===== src/verilog/lps_pkg.sv =====
// Constants and state encodings for the SDRAM low-power state control block.
package lps_pkg;
    localparam int CLK_PERIOD_PS = 8000;
    // Read exit delay after self-refresh, in clock cycles.
    localparam int SELFREF_EXIT_READ_DELAY_CK = 200;
    // Extra time added to the refresh cycle time for the non-read exit delay, in ns.
    localparam int SELFREF_EXIT_EXTRA_NS = 10;
    localparam int SELFREF_EXIT_EXTRA_CK = (SELFREF_EXIT_EXTRA_NS * 1000 + CLK_PERIOD_PS - 1) / CLK_PERIOD_PS;
    // Refresh cycle time, in ns; a plain default.
    localparam int REFRESH_CYCLE_TIME_NS = 128;
    localparam int REFRESH_CYCLE_TIME_CK = (REFRESH_CYCLE_TIME_NS * 1000 + CLK_PERIOD_PS - 1) / CLK_PERIOD_PS;
    localparam int SELFREF_EXIT_NONREAD_DELAY_CK = REFRESH_CYCLE_TIME_CK + SELFREF_EXIT_EXTRA_CK;
    // Power-down exit delays in clock cycles; plain defaults.
    localparam int PRECHARGE_PD_EXIT_DELAY_CK = 2;
    localparam int FAST_ACTIVE_EXIT_DELAY_CK = 2;
    localparam int SLOW_ACTIVE_EXIT_DELAY_CK = 8;
    // Internal self-refresh timer reload value; refresh ticks come every 976 core clock cycles.
    localparam int SELF_TIMER_PERIOD_CK = 975;
    localparam int CNT_W = 10;
    localparam logic [CNT_W-1:0] CNT_RESET = 10'h000;
    localparam logic [7:0] NBANKS_OPEN_RESET = 8'h00;
    // Mode register bit that selects slow active power-down exit.
    localparam int MR_SLOW_EXIT_BIT = 12;

    typedef enum logic [5:0] {
        LPS_ACTIVE = 6'h01,
        LPS_SELFREF = 6'h02,
        LPS_SR_EXIT = 6'h04,
        LPS_PPD = 6'h08,
        LPS_APD = 6'h10,
        LPS_PD_EXIT = 6'h20
    } lps_state_t;

    typedef enum logic [2:0] {
        CMD_NOP = 3'h0,
        CMD_SELFREF = 3'h1,
        CMD_MRS = 3'h2,
        CMD_READ = 3'h3,
        CMD_OTHER = 3'h4
    } lps_cmd_t;
endpackage


===== src/verilog/lps_ctrl.sv =====
// Low-power state control of an SDRAM device: self-refresh and power-down.
`timescale 1ns/1ps
module lps_ctrl (
    input wire logic core_clk,
    input wire logic reset,
    input wire logic cke,
    input wire logic cs_n,
    input wire logic ras_n,
    input wire logic cas_n,
    input wire logic we_n,
    input wire logic banks_open,
    input wire logic mode_slow_exit,
    output logic in_selfref,
    output logic in_powerdown,
    output logic active_pd,
    output logic input_buf_en,
    output logic dll_en,
    output logic int_clk_en,
    output logic refresh_tick,
    output logic cmd_ready,
    output logic read_ready,
    output logic illegal_cmd
);
    typedef struct packed {
        lps_pkg::lps_state_t state;
        logic cke_prev;
        logic slow_exit;
        logic [lps_pkg::CNT_W-1:0] exit_cnt;
        logic [lps_pkg::CNT_W-1:0] read_cnt;
        logic [lps_pkg::CNT_W-1:0] timer;
        logic refresh_tick;
        logic cmd_ready;
        logic read_ready;
        logic illegal;
        logic active_pd;
        logic dll_en;
        logic in_sr;
        logic in_pd;
        logic buf_en;
        logic clk_en;
    } lps_state_s_t;

    lps_state_s_t cur_ff;
    lps_state_s_t nxt_ff;
    lps_pkg::lps_cmd_t cmd;

    lps_cmd_decode u_dec (
        .cs_n(cs_n),
        .ras_n(ras_n),
        .cas_n(cas_n),
        .we_n(we_n),
        .cmd(cmd)
    );

    function automatic logic [lps_pkg::CNT_W-1:0] cyc(input int n);
        cyc = n[lps_pkg::CNT_W-1:0];
    endfunction

    function automatic logic [lps_pkg::CNT_W-1:0] dec_sat(input logic [lps_pkg::CNT_W-1:0] v);
        dec_sat = (v == lps_pkg::CNT_RESET) ? v : v - cyc(1);
    endfunction

    always_comb begin
        nxt_ff = cur_ff;
        nxt_ff.cke_prev = cke;
        nxt_ff.refresh_tick = 1'b0;
        nxt_ff.illegal = 1'b0;
        nxt_ff.exit_cnt = dec_sat(cur_ff.exit_cnt);
        nxt_ff.read_cnt = dec_sat(cur_ff.read_cnt);
        case (cur_ff.state)
            lps_pkg::LPS_ACTIVE: begin
                nxt_ff.cmd_ready = (cur_ff.exit_cnt <= cyc(1));
                nxt_ff.read_ready = (cur_ff.read_cnt <= cyc(1));
                if (cur_ff.cke_prev && !cke) begin
                    if (cmd == lps_pkg::CMD_SELFREF && !banks_open) begin
                        // Self-timed refresh starts from a full timer period.
                        nxt_ff.state = lps_pkg::LPS_SELFREF;
                        nxt_ff.timer = cyc(lps_pkg::SELF_TIMER_PERIOD_CK);
                        nxt_ff.dll_en = 1'b0;
                        nxt_ff.cmd_ready = 1'b0;
                        nxt_ff.read_ready = 1'b0;
                    end else if (cmd == lps_pkg::CMD_NOP) begin
                        nxt_ff.active_pd = banks_open;
                        nxt_ff.slow_exit = mode_slow_exit;
                        nxt_ff.dll_en = banks_open && !mode_slow_exit;
                        nxt_ff.state = banks_open ? lps_pkg::LPS_APD : lps_pkg::LPS_PPD;
                        nxt_ff.cmd_ready = 1'b0;
                        nxt_ff.read_ready = 1'b0;
                    end else begin
                        nxt_ff.illegal = 1'b1;
                    end
                end
            end
            lps_pkg::LPS_SELFREF: begin
                // Only clock enable is watched here; the real part runs this timer off its own oscillator.
                nxt_ff.timer = (cur_ff.timer == lps_pkg::CNT_RESET) ?
                    cyc(lps_pkg::SELF_TIMER_PERIOD_CK) : cur_ff.timer - cyc(1);
                nxt_ff.refresh_tick = (cur_ff.timer == lps_pkg::CNT_RESET);
                if (cke) begin
                    nxt_ff.state = lps_pkg::LPS_SR_EXIT;
                    nxt_ff.exit_cnt = cyc(lps_pkg::SELFREF_EXIT_NONREAD_DELAY_CK);
                    nxt_ff.read_cnt = cyc(lps_pkg::SELFREF_EXIT_READ_DELAY_CK);
                    nxt_ff.dll_en = 1'b1;
                end
            end
            lps_pkg::LPS_SR_EXIT: begin
                if (!cke || cmd != lps_pkg::CMD_NOP) begin
                    nxt_ff.illegal = 1'b1;
                end
                if (cur_ff.exit_cnt <= cyc(1)) begin
                    nxt_ff.state = lps_pkg::LPS_ACTIVE;
                    nxt_ff.cmd_ready = 1'b1;
                end
            end
            lps_pkg::LPS_PPD, lps_pkg::LPS_APD: begin
                if (cke) begin
                    nxt_ff.state = lps_pkg::LPS_PD_EXIT;
                    nxt_ff.dll_en = 1'b1;
                    if (cmd != lps_pkg::CMD_NOP) begin
                        nxt_ff.illegal = 1'b1;
                    end
                    if (!cur_ff.active_pd) begin
                        nxt_ff.exit_cnt = cyc(lps_pkg::PRECHARGE_PD_EXIT_DELAY_CK);
                    end else if (cur_ff.slow_exit) begin
                        nxt_ff.exit_cnt = cyc(lps_pkg::SLOW_ACTIVE_EXIT_DELAY_CK);
                    end else begin
                        nxt_ff.exit_cnt = cyc(lps_pkg::FAST_ACTIVE_EXIT_DELAY_CK);
                    end
                    nxt_ff.read_cnt = nxt_ff.exit_cnt;
                end
            end
            lps_pkg::LPS_PD_EXIT: begin
                nxt_ff.active_pd = 1'b0;
                if (cur_ff.exit_cnt <= cyc(1)) begin
                    nxt_ff.state = lps_pkg::LPS_ACTIVE;
                    nxt_ff.cmd_ready = 1'b1;
                    nxt_ff.read_ready = 1'b1;
                end
            end
            default: begin
                nxt_ff.state = lps_pkg::LPS_ACTIVE;
            end
        endcase
        // Status pins follow the state being entered, so they switch on the same edge as the state itself.
        nxt_ff.in_sr = (nxt_ff.state == lps_pkg::LPS_SELFREF);
        nxt_ff.in_pd = (nxt_ff.state == lps_pkg::LPS_PPD) || (nxt_ff.state == lps_pkg::LPS_APD);
        nxt_ff.buf_en = !(nxt_ff.in_sr || nxt_ff.in_pd);
        nxt_ff.clk_en = !nxt_ff.in_sr;
    end

    always_ff @(posedge core_clk) begin
        if (reset) begin
            cur_ff.state <= lps_pkg::LPS_ACTIVE;
            cur_ff.cke_prev <= 1'b0;
            cur_ff.slow_exit <= 1'b0;
            cur_ff.exit_cnt <= lps_pkg::CNT_RESET;
            cur_ff.read_cnt <= lps_pkg::CNT_RESET;
            cur_ff.timer <= lps_pkg::CNT_RESET;
            cur_ff.refresh_tick <= 1'b0;
            cur_ff.cmd_ready <= 1'b1;
            cur_ff.read_ready <= 1'b1;
            cur_ff.illegal <= 1'b0;
            cur_ff.active_pd <= 1'b0;
            cur_ff.dll_en <= 1'b1;
            cur_ff.in_sr <= 1'b0;
            cur_ff.in_pd <= 1'b0;
            cur_ff.buf_en <= 1'b1;
            cur_ff.clk_en <= 1'b1;
        end else begin
            cur_ff <= nxt_ff;
        end
    end

    assign in_selfref = cur_ff.in_sr;
    assign in_powerdown = cur_ff.in_pd;
    assign active_pd = cur_ff.active_pd;
    assign input_buf_en = cur_ff.buf_en;
    assign dll_en = cur_ff.dll_en;
    assign int_clk_en = cur_ff.clk_en;
    assign refresh_tick = cur_ff.refresh_tick;
    assign cmd_ready = cur_ff.cmd_ready;
    assign read_ready = cur_ff.read_ready;
    assign illegal_cmd = cur_ff.illegal;

    a_sr_entry: assert property (@(posedge core_clk) disable iff (reset)
        (cur_ff.state == lps_pkg::LPS_ACTIVE && cur_ff.cke_prev && !cke && !cs_n && !ras_n && !cas_n && we_n
        && !banks_open) |=> ##1 in_selfref) else $error("self-refresh not entered");
    a_sr_clock_off: assert property (@(posedge core_clk) disable iff (reset)
        (cur_ff.state == lps_pkg::LPS_SELFREF) |-> in_selfref && !int_clk_en && !input_buf_en)
        else $error("clock or buffers on in self-refresh");
    a_sr_no_bank: assert property (@(posedge core_clk) disable iff (reset)
        (cur_ff.state == lps_pkg::LPS_ACTIVE && banks_open) |=> cur_ff.state != lps_pkg::LPS_SELFREF)
        else $error("self-refresh with open bank");
    a_pd_entry: assert property (@(posedge core_clk) disable iff (reset)
        (cur_ff.state == lps_pkg::LPS_ACTIVE && cur_ff.cke_prev && !cke && cs_n) |=> ##1 in_powerdown)
        else $error("power-down not entered");
    a_pd_kind: assert property (@(posedge core_clk) disable iff (reset)
        $rose(in_powerdown) |-> active_pd == $past(banks_open)) else $error("wrong power-down kind");
    a_dll_fast: assert property (@(posedge core_clk) disable iff (reset)
        (cur_ff.state == lps_pkg::LPS_APD) |-> dll_en == !cur_ff.slow_exit)
        else $error("loop state wrong in active power-down");
    a_pd_exit_slow: assert property (@(posedge core_clk) disable iff (reset)
        (cur_ff.state == lps_pkg::LPS_APD && cur_ff.slow_exit && cke) |=> !cmd_ready [*7])
        else $error("slow exit too short");
    a_read_wait: assert property (@(posedge core_clk) disable iff (reset)
        (cur_ff.state == lps_pkg::LPS_SELFREF && cke) |=> !read_ready ##199 !read_ready ##1 read_ready)
        else $error("read exit delay wrong");
    a_nonread_wait: assert property (@(posedge core_clk) disable iff (reset)
        (cur_ff.state == lps_pkg::LPS_SELFREF && cke) |=> !cmd_ready ##17 !cmd_ready ##1 cmd_ready)
        else $error("non-read exit delay wrong");
    a_nop_idle: assert property (@(posedge core_clk) disable iff (reset)
        (cur_ff.state == lps_pkg::LPS_SR_EXIT && cke && cs_n) |=> !illegal_cmd)
        else $error("deselect flagged in exit");
endmodule


===== src/verilog/lps_cmd_decode.sv =====
// Command decoder for chip select, row, column and write strobes.
`timescale 1ns/1ps
module lps_cmd_decode (
    input wire logic cs_n,
    input wire logic ras_n,
    input wire logic cas_n,
    input wire logic we_n,
    output lps_pkg::lps_cmd_t cmd
);
    always_comb begin
        if (cs_n) begin
            cmd = lps_pkg::CMD_NOP;
        end else begin
            case ({ras_n, cas_n, we_n})
                3'h7: cmd = lps_pkg::CMD_NOP;
                3'h1: cmd = lps_pkg::CMD_SELFREF;
                3'h0: cmd = lps_pkg::CMD_MRS;
                3'h5: cmd = lps_pkg::CMD_READ;
                default: cmd = lps_pkg::CMD_OTHER;
            endcase
        end
    end
endmodule


===== config.mk =====
export PLATFORM = sky130hd
export DESIGN_NAME = lps_ctrl
export DESIGN_NICKNAME = d
export VERILOG_FILES = /design/src/verilog/lps_pkg.sv /design/src/verilog/lps_ctrl.sv /design/src/verilog/lps_cmd_decode.sv
export SDC_FILE = /design/constraint.sdc
export NUM_CORES = 1
export LEC_CHECK = 0
export BUFFER_PORTS_ARGS = -buffer_cell sky130_fd_sc_hd__buf_2
export CORE_ASPECT_RATIO = 0.6
export CORE_MARGIN = 3
export CORE_UTILIZATION = 49
export DETAILED_ROUTE_END_ITERATION = 7
export PLACE_DENSITY = 0.78
export SETUP_SLACK_MARGIN = 0.5
export SYNTH_ARGS = -nofsm -noshare
export SYNTH_HDL_FRONTEND = slang
export SYNTH_SLANG_ARGS = --single-unit

===== constraint.sdc =====
create_clock -name core_clk -period 5.8 [get_ports core_clk]
set_clock_uncertainty 0.15 [all_clocks]
set_input_delay 0.29 -clock core_clk [delete_from_list [all_inputs] [get_ports core_clk]]
set_output_delay 0.29 -clock core_clk [all_outputs]
set_load 0.01 [all_outputs]

==> results of run 1 <==
-- layer usage --
metal | up-vias | global-route usage
met4 | 0 | 0.0584
met5 | - | 0
met2 | 87 | 0.261
li1 | 1122 | -
met1 | 1034 | 0.325
met3 | 7 | 0.0486
-- worst max path at each step --
| stage | startpoint | endpoint | slack (ps) |
|---|---|---|---|
| 2_1_floorplan | cur_ff[24] | cur_ff[21] | 3660 |
| 3_3_place_gp | cs_n | int_clk_en | 3390 |
| 3_5_place_dp | cur_ff[47] | cur_ff[17] | 3300 |
| 4_1_cts | cur_ff[47] | cur_ff[17] | 3260 |
| 5_1_grt | cur_ff[47] | cur_ff[17] | 2970 |
| 6_report | cur_ff[47] | cur_ff[17] | 3200 |
-- logic make-up after synthesis --
group	after synthesis	synth area share
XOR/XNOR	13	0.0450
AND/OR/NAND/NOR	117	0.259
adder cells (fa/ha/maj)	6	0.0297
flip-flops	48	0.380
multiplexers	8	0.0321
buffers and inverters	24	0.0400
AO/OA/AOI/OAI	78	0.215
-- area by class of cell --
class | count | area (sq um)
sequential | 48 | 961
clock inverter | 2 | 10.0
tap | 63 | 78.8
multi-input combinational | 222 | 1470
inverter | 9 | 33.8
timing repair buffer | 18 | 90.1
fill | 443 | 2050
clock buffer | 6 | 82.6
-- report_power, final --
part / leakage, nW / internal, mW / total [mW] / switching [mW]
Clock: 0.0510 / 0.0953 / 0.208 / 0.113
Combinational: 0.609 / 0.185 / 0.410 / 0.225
Sequential: 0.392 / 0.387 / 0.449 / 0.0625
Total: 1.05 / 0.667 / 1.07 / 0.400
-- synth_stat cells (3+ instances only) --
library cell   n
dfxtp_1       48
a311oi_1       6
o21ai_0       11
or3_1          7
xnor2_1        7
mux2i_1        7
o211ai_1       3
nor3_1        14
and3_1         3
a211oi_1       5
nor4_1         7
clkbuf_1      11
a31oi_1        3
ha_1           6
nand2b_1       5
a21oi_1       21
or4_1          3
nor2b_1        3
buf_2          3
nand2_1       13
o31ai_1        4
o2111ai_1      4
inv_1          9
xor2_1         6
nor2_1        34
nor4b_1        3
nand3_1        7
-- stage by stage --
step	std cells	util	setup WS [ps]	power, mW
after floorplan	294	-	3660	0.772
after global placement	360	0.551	3390	0.847
after detailed placement	360	0.551	3300	0.858
after CTS	368	0.570	3260	1.07
after global routing	368	0.570	2970	1.14
final	368	0.570	3200	1.07
-- worst max-delay path: cells and delay by family (launching register included) --
kind	cells	cell delay, ps
AOI/OAI and AO/OA	3	1070
and+or+nand+nor	2	810
DFF	1	470
==> impl_metrics.env, run 1 <==
export IMPL_ant_nets=0
export IMPL_synthToLayoutAreaGrowth_pct=7.66
export IMPL_start_util=0.530
export IMPL_die_x_um=98.8
export IMPL_wl_met3_um=438
export IMPL_ys_seq_area_frac=0.380
export IMPL_drc=0
export IMPL_grt_setup_unrepaired="no"
export IMPL_h_tree_depth=2
export IMPL_crit_chain="nor4_4 -> nand3b_1 -> a22oi_1 -> a21oi_1 -> a311oi_1"
export IMPL_port_buffers=18
export IMPL_grt_pass1_vias=1898
export IMPL_fin_crit_ps=2600
export IMPL_rows=19
export IMPL_vdd_drop_max_v=0.000222
export IMPL_antennaDiodeCount=0
export IMPL_hold_path_endpoint="cur_ff[40]"
export IMPL_drtIter0Drc=235
export IMPL_regToRegStartpoint="cur_ff[47]"
export IMPL_post_route_period_util=0.448
export IMPL_cp_start_kind="flip-flop"
export IMPL_ys_warn_count=0
export IMPL_max_slew_margin_rel=0.407
export IMPL_cts_tree="done"
export IMPL_first_pass_iters=5
export IMPL_holdPathStages=3
export IMPL_core_sq_mm=0.00478
export IMPL_holdCritPathClass="in -> reg"
export IMPL_cts_sinks=48
export IMPL_gp_congestion=0.884
export IMPL_clk_pin_slew_worst_paths_ps=90
export IMPL_timing_fmax_mhz=385
export IMPL_maxSlewViolCount=0
export IMPL_wl_met2_um=2220
export IMPL_grt_usage=0.203
export IMPL_die_h_um=61.7
export IMPL_hp_start="mode_slow_exit"
export IMPL_wirelength_met1_um=3150
export IMPL_setup_tns_ps=0
export IMPL_clockBufferDepth=2
export IMPL_synth_area_per_cell_sq_um=8.61
export IMPL_antenna_found_initial=0
export IMPL_clock_latency_ps=300
export IMPL_mostFrequentLayoutCells="48 x dfxtp_1, 34 x nor2_1, 21 x a21oi_1"
export IMPL_reg2reg_depth=5
export IMPL_p_per_area_mw_per_mm2=392
export IMPL_cts_root_buf="clkbuf_8"
export IMPL_r2r_end="cur_ff[17]"
export IMPL_num_vias=2250
export IMPL_syn_nets=309
export IMPL_grt_overflow_total=0
export IMPL_boundaryPins=19
export IMPL_yosys_most_used_dff="dfxtp_1"
export IMPL_post_route_cell_area_sq_mm=0.00273
export IMPL_hold_violations=0
export IMPL_tightest_slew_ps=882
export IMPL_max_cap_viol_count=0
export IMPL_required_ps=5860
export IMPL_synth_area_leaders="dfxtp_1 38%, nor2_1 5.0%, a21oi_1 4.2%, ha_1 3.0%, mux2i_1 2.8%"
export IMPL_setup_violations=0
export IMPL_drive_gt1_frac=0.121
export IMPL_max_stage_delay_ps=630
export IMPL_ys_async_sr_fraction=0
export IMPL_die_area_sq_mm=0.00609
export IMPL_synth_seq_cells=48
export IMPL_drt_wirelength_per_cell_um=16.0
export IMPL_leakagePower_nw=1.05
export IMPL_dpl_hpwl_um=4320
export IMPL_cp_slowest_cell="a22oi_1"
export IMPL_status="finished, final reports clean"
export IMPL_syn_cell_area_sq_mm=0.00253
export IMPL_synth_cell_type_count=58
export IMPL_synth_edff_count=0
export IMPL_place_area_sq_mm=0.00263
export IMPL_synth_largest_area_cell="dfxtp_1"
export IMPL_syn_inst=294
export IMPL_crit_arrival_ps=2650
export IMPL_cts_setup_buffers=0
export IMPL_yosysTopAreaCellShare=0.380
export IMPL_grt_max_degree=29
export IMPL_regMostFlops="cur_ff"
export IMPL_worst_hold_slack_ps=96.8
export IMPL_r2r_slack_ps=3200
export IMPL_critPathKind="reg -> reg"
export IMPL_post_cts_resized=0
export IMPL_largest_reg_flops=38
export IMPL_numCtsBuffers=5
export IMPL_worst_path_max_fanout=13
export IMPL_wl_um=5870
export IMPL_nets=319
export IMPL_grt_pass1_wl_um=9790
export IMPL_cts_hold_buf=0
export IMPL_mostFrequentLayoutCell="dfxtp_1"
export IMPL_top_layer="met4"
export IMPL_avgViaCountPerCell=6.11
export IMPL_endpoint_kind="flip-flop"
Note: power is estimated with default switching activity, not from simulation.
==> run 2: changes to the inputs <==
- PLACE_DENSITY: 0.78 -> 0.81
- clock period: 5.8 -> 2.2 ns (I/O delays scaled with it)
==> impl_metrics.env, run 2 (synthesis results as in run 1) <==
export IMPL_fin_crit_ps=2170
export IMPL_p_int_mw=2.40
export IMPL_largest_reg_flops=38
export IMPL_wl_met2_um=4220
export IMPL_critPathKind="reg -> reg"
export IMPL_seqPwrFrac=0.315
export IMPL_p_per_area_mw_per_mm2=1040
export IMPL_timing_fmax_mhz=462
export IMPL_cts_root_buf="clkbuf_8"
export IMPL_grt_setup_unrepaired="yes"
export IMPL_leakagePower_nw=1.47
export IMPL_die_x_um=98.8
export IMPL_maxSlewViolCount=0
export IMPL_status="finished, final reports clean"
export IMPL_wl_met3_um=1110
export IMPL_boundaryPins=19
export IMPL_drtIter0Drc=362
export IMPL_clockBufferDepth=2
export IMPL_die_h_um=61.7
export IMPL_tightest_slew_ps=566
export IMPL_endpoint_kind="flip-flop"
export IMPL_mostFrequentLayoutCells="43 x buf_4, 33 x dfxtp_1, 29 x nor2_1"
export IMPL_wl_um=9540
export IMPL_wirelength_met1_um=3770
export IMPL_clock_latency_ps=310
export IMPL_crit_arrival_ps=2210
export IMPL_grt_max_degree=23
export IMPL_drc=0
export IMPL_cp_slowest_cell="or4b_4"
export IMPL_rows=19
export IMPL_max_stage_delay_ps=470
export IMPL_setup_tns_ps=0
export IMPL_hp_start="cke"
export IMPL_cp_start_kind="flip-flop"
export IMPL_cts_tree="done"
export IMPL_post_route_period_util=0.984
export IMPL_worst_hold_slack_ps=93.0
export IMPL_max_cap_viol_count=0
export IMPL_regToRegStartpoint="cur_ff[11]"
export IMPL_clk_pin_slew_worst_paths_ps=90
export IMPL_setup_violations=0
export IMPL_nets=385
export IMPL_antenna_found_initial=0
export IMPL_drive_gt1_frac=0.491
export IMPL_netSwitchingFraction=0.400
export IMPL_numCtsBuffers=5
export IMPL_worst_path_max_fanout=2
export IMPL_antennaDiodeCount=0
export IMPL_power_clock_fraction=0.141
export IMPL_hold_violations=0
export IMPL_mostFrequentLayoutCell="buf_4"
export IMPL_grt_overflow_total=0
export IMPL_die_area_sq_mm=0.00609
export IMPL_cp_num_buf_inv=1
export IMPL_cp_top_family="simple AND/OR/NAND/NOR gates"
export IMPL_grt_pass1_vias=2455
export IMPL_finish_utilization=0.808
export IMPL_ant_nets=0
export IMPL_max_slew_margin_rel=0.622
export IMPL_p_switching_mw=1.60
export IMPL_start_util=0.530
export IMPL_synthToLayoutAreaGrowth_pct=52.6
export IMPL_required_ps=2240
export IMPL_top_layer="met4"
export IMPL_core_sq_mm=0.00478
export IMPL_num_vias=2920
export IMPL_crit_chain="inv_2 -> ha_4 -> or4b_4 -> or4_4 -> a221oi_2 -> xnor2_1 -> a21oi_1"
export IMPL_nFillCells=249
export IMPL_grt_usage=0.264
export IMPL_h_tree_depth=2
export IMPL_gp_congestion=0.962
export IMPL_avgViaCountPerCell=6.73
export IMPL_first_pass_iters=5
export IMPL_startpoint="cur_ff[11]"
export IMPL_port_buffers=18
export IMPL_holdCritPathClass="in -> reg"
export IMPL_pwr_share_comb=0.544
export IMPL_cts_sinks=48
export IMPL_vdd_drop_max_v=0.000924
export IMPL_dpl_hpwl_um=4730
export IMPL_drt_wirelength_per_cell_um=22.0
export IMPL_regMostFlops="cur_ff"
export IMPL_grt_pass1_wl_um=12600
run 2: cell types whose count changed in the layout (fill, tap and decap cells not counted), moves of 5 or more:
cell     change
dfxtp_1     -15
nor3_1       -5
o21ai_1      +5
a21oi_2      +5
dfxtp_4      +7
nor2_1       -5
buf_4       +43
dfxtp_2      +8
o21ai_0      -9
a21oi_1      -5
buf_6       +19
run 2: layout make-up:
| cell class | instances | area, sq um | area share |
|---|---|---|---|
| clock buffer | 8 | 90.1 | 0.0233 |
| inverter | 9 | 38.8 | 0.0100 |
| multi-input combinational | 222 | 1980 | 0.513 |
| sequential | 48 | 997 | 0.258 |
| tap | 63 | 78.8 | 0.0204 |
| timing repair buffer | 84 | 677 | 0.175 |
run 2: worst min-delay path, cell delays in order:
cell	delay, ps
buf_2	180
nor2_1	160
a211oi_2	50
run 2: through the flow:
step           worst slack [ps]  cells  cell area [sq um]  power (mW)
3_5_place_dp               39.1    377               2890        2.36
2_1_floorplan              87.9    294               2700        2.10
6_report                   34.1    434               3860        4.01
3_3_place_gp                105    377               2890        2.32
4_1_cts                    62.1    415               3480        3.31
5_1_grt                   -18.8    434               3860        4.19
run 2: path summary, 6_finish.rpt:
| check | slack, ps | cells past startpoint | endpoint |
|---|---|---|---|
| hold / removal | 90 | 3 | in_powerdown |
| setup / recovery | 30 | 7 | cur_ff[18] |
| hold reg to reg | 320 | 1 | cmd_ready |
| setup reg to reg | 30 | 7 | cur_ff[18] |
run 2: timing repair:
| item | 4_1_cts | 5_1_grt |
|---|---|---|
| endpoints found under the setup margin | 47 | 46 |
| hold buffers | 3 | 0 |
| buffers inserted | 27 | 19 |
| resized for setup | 66 | 53 |
| hold endpoints to repair | 2 | 0 |
| pin swaps | 31 | 24 |
run 2: power groups by stage:
stage          logic (mW)  clock network, mW  registers (mW)
2_1_floorplan       0.919                  0            1.18
3_3_place_gp         1.11                  0            1.20
3_5_place_dp         1.15                  0            1.21
4_1_cts              1.55              0.558            1.20
5_1_grt              2.30              0.604            1.28
6_report             2.18              0.563            1.26
run 2: routing by layer:
layer | vias up | track usage
li1 | 1256 | -
met4 | 0 | 0.0914
met3 | 59 | 0.0803
met2 | 237 | 0.394
met1 | 1368 | 0.366
met5 | - | 0
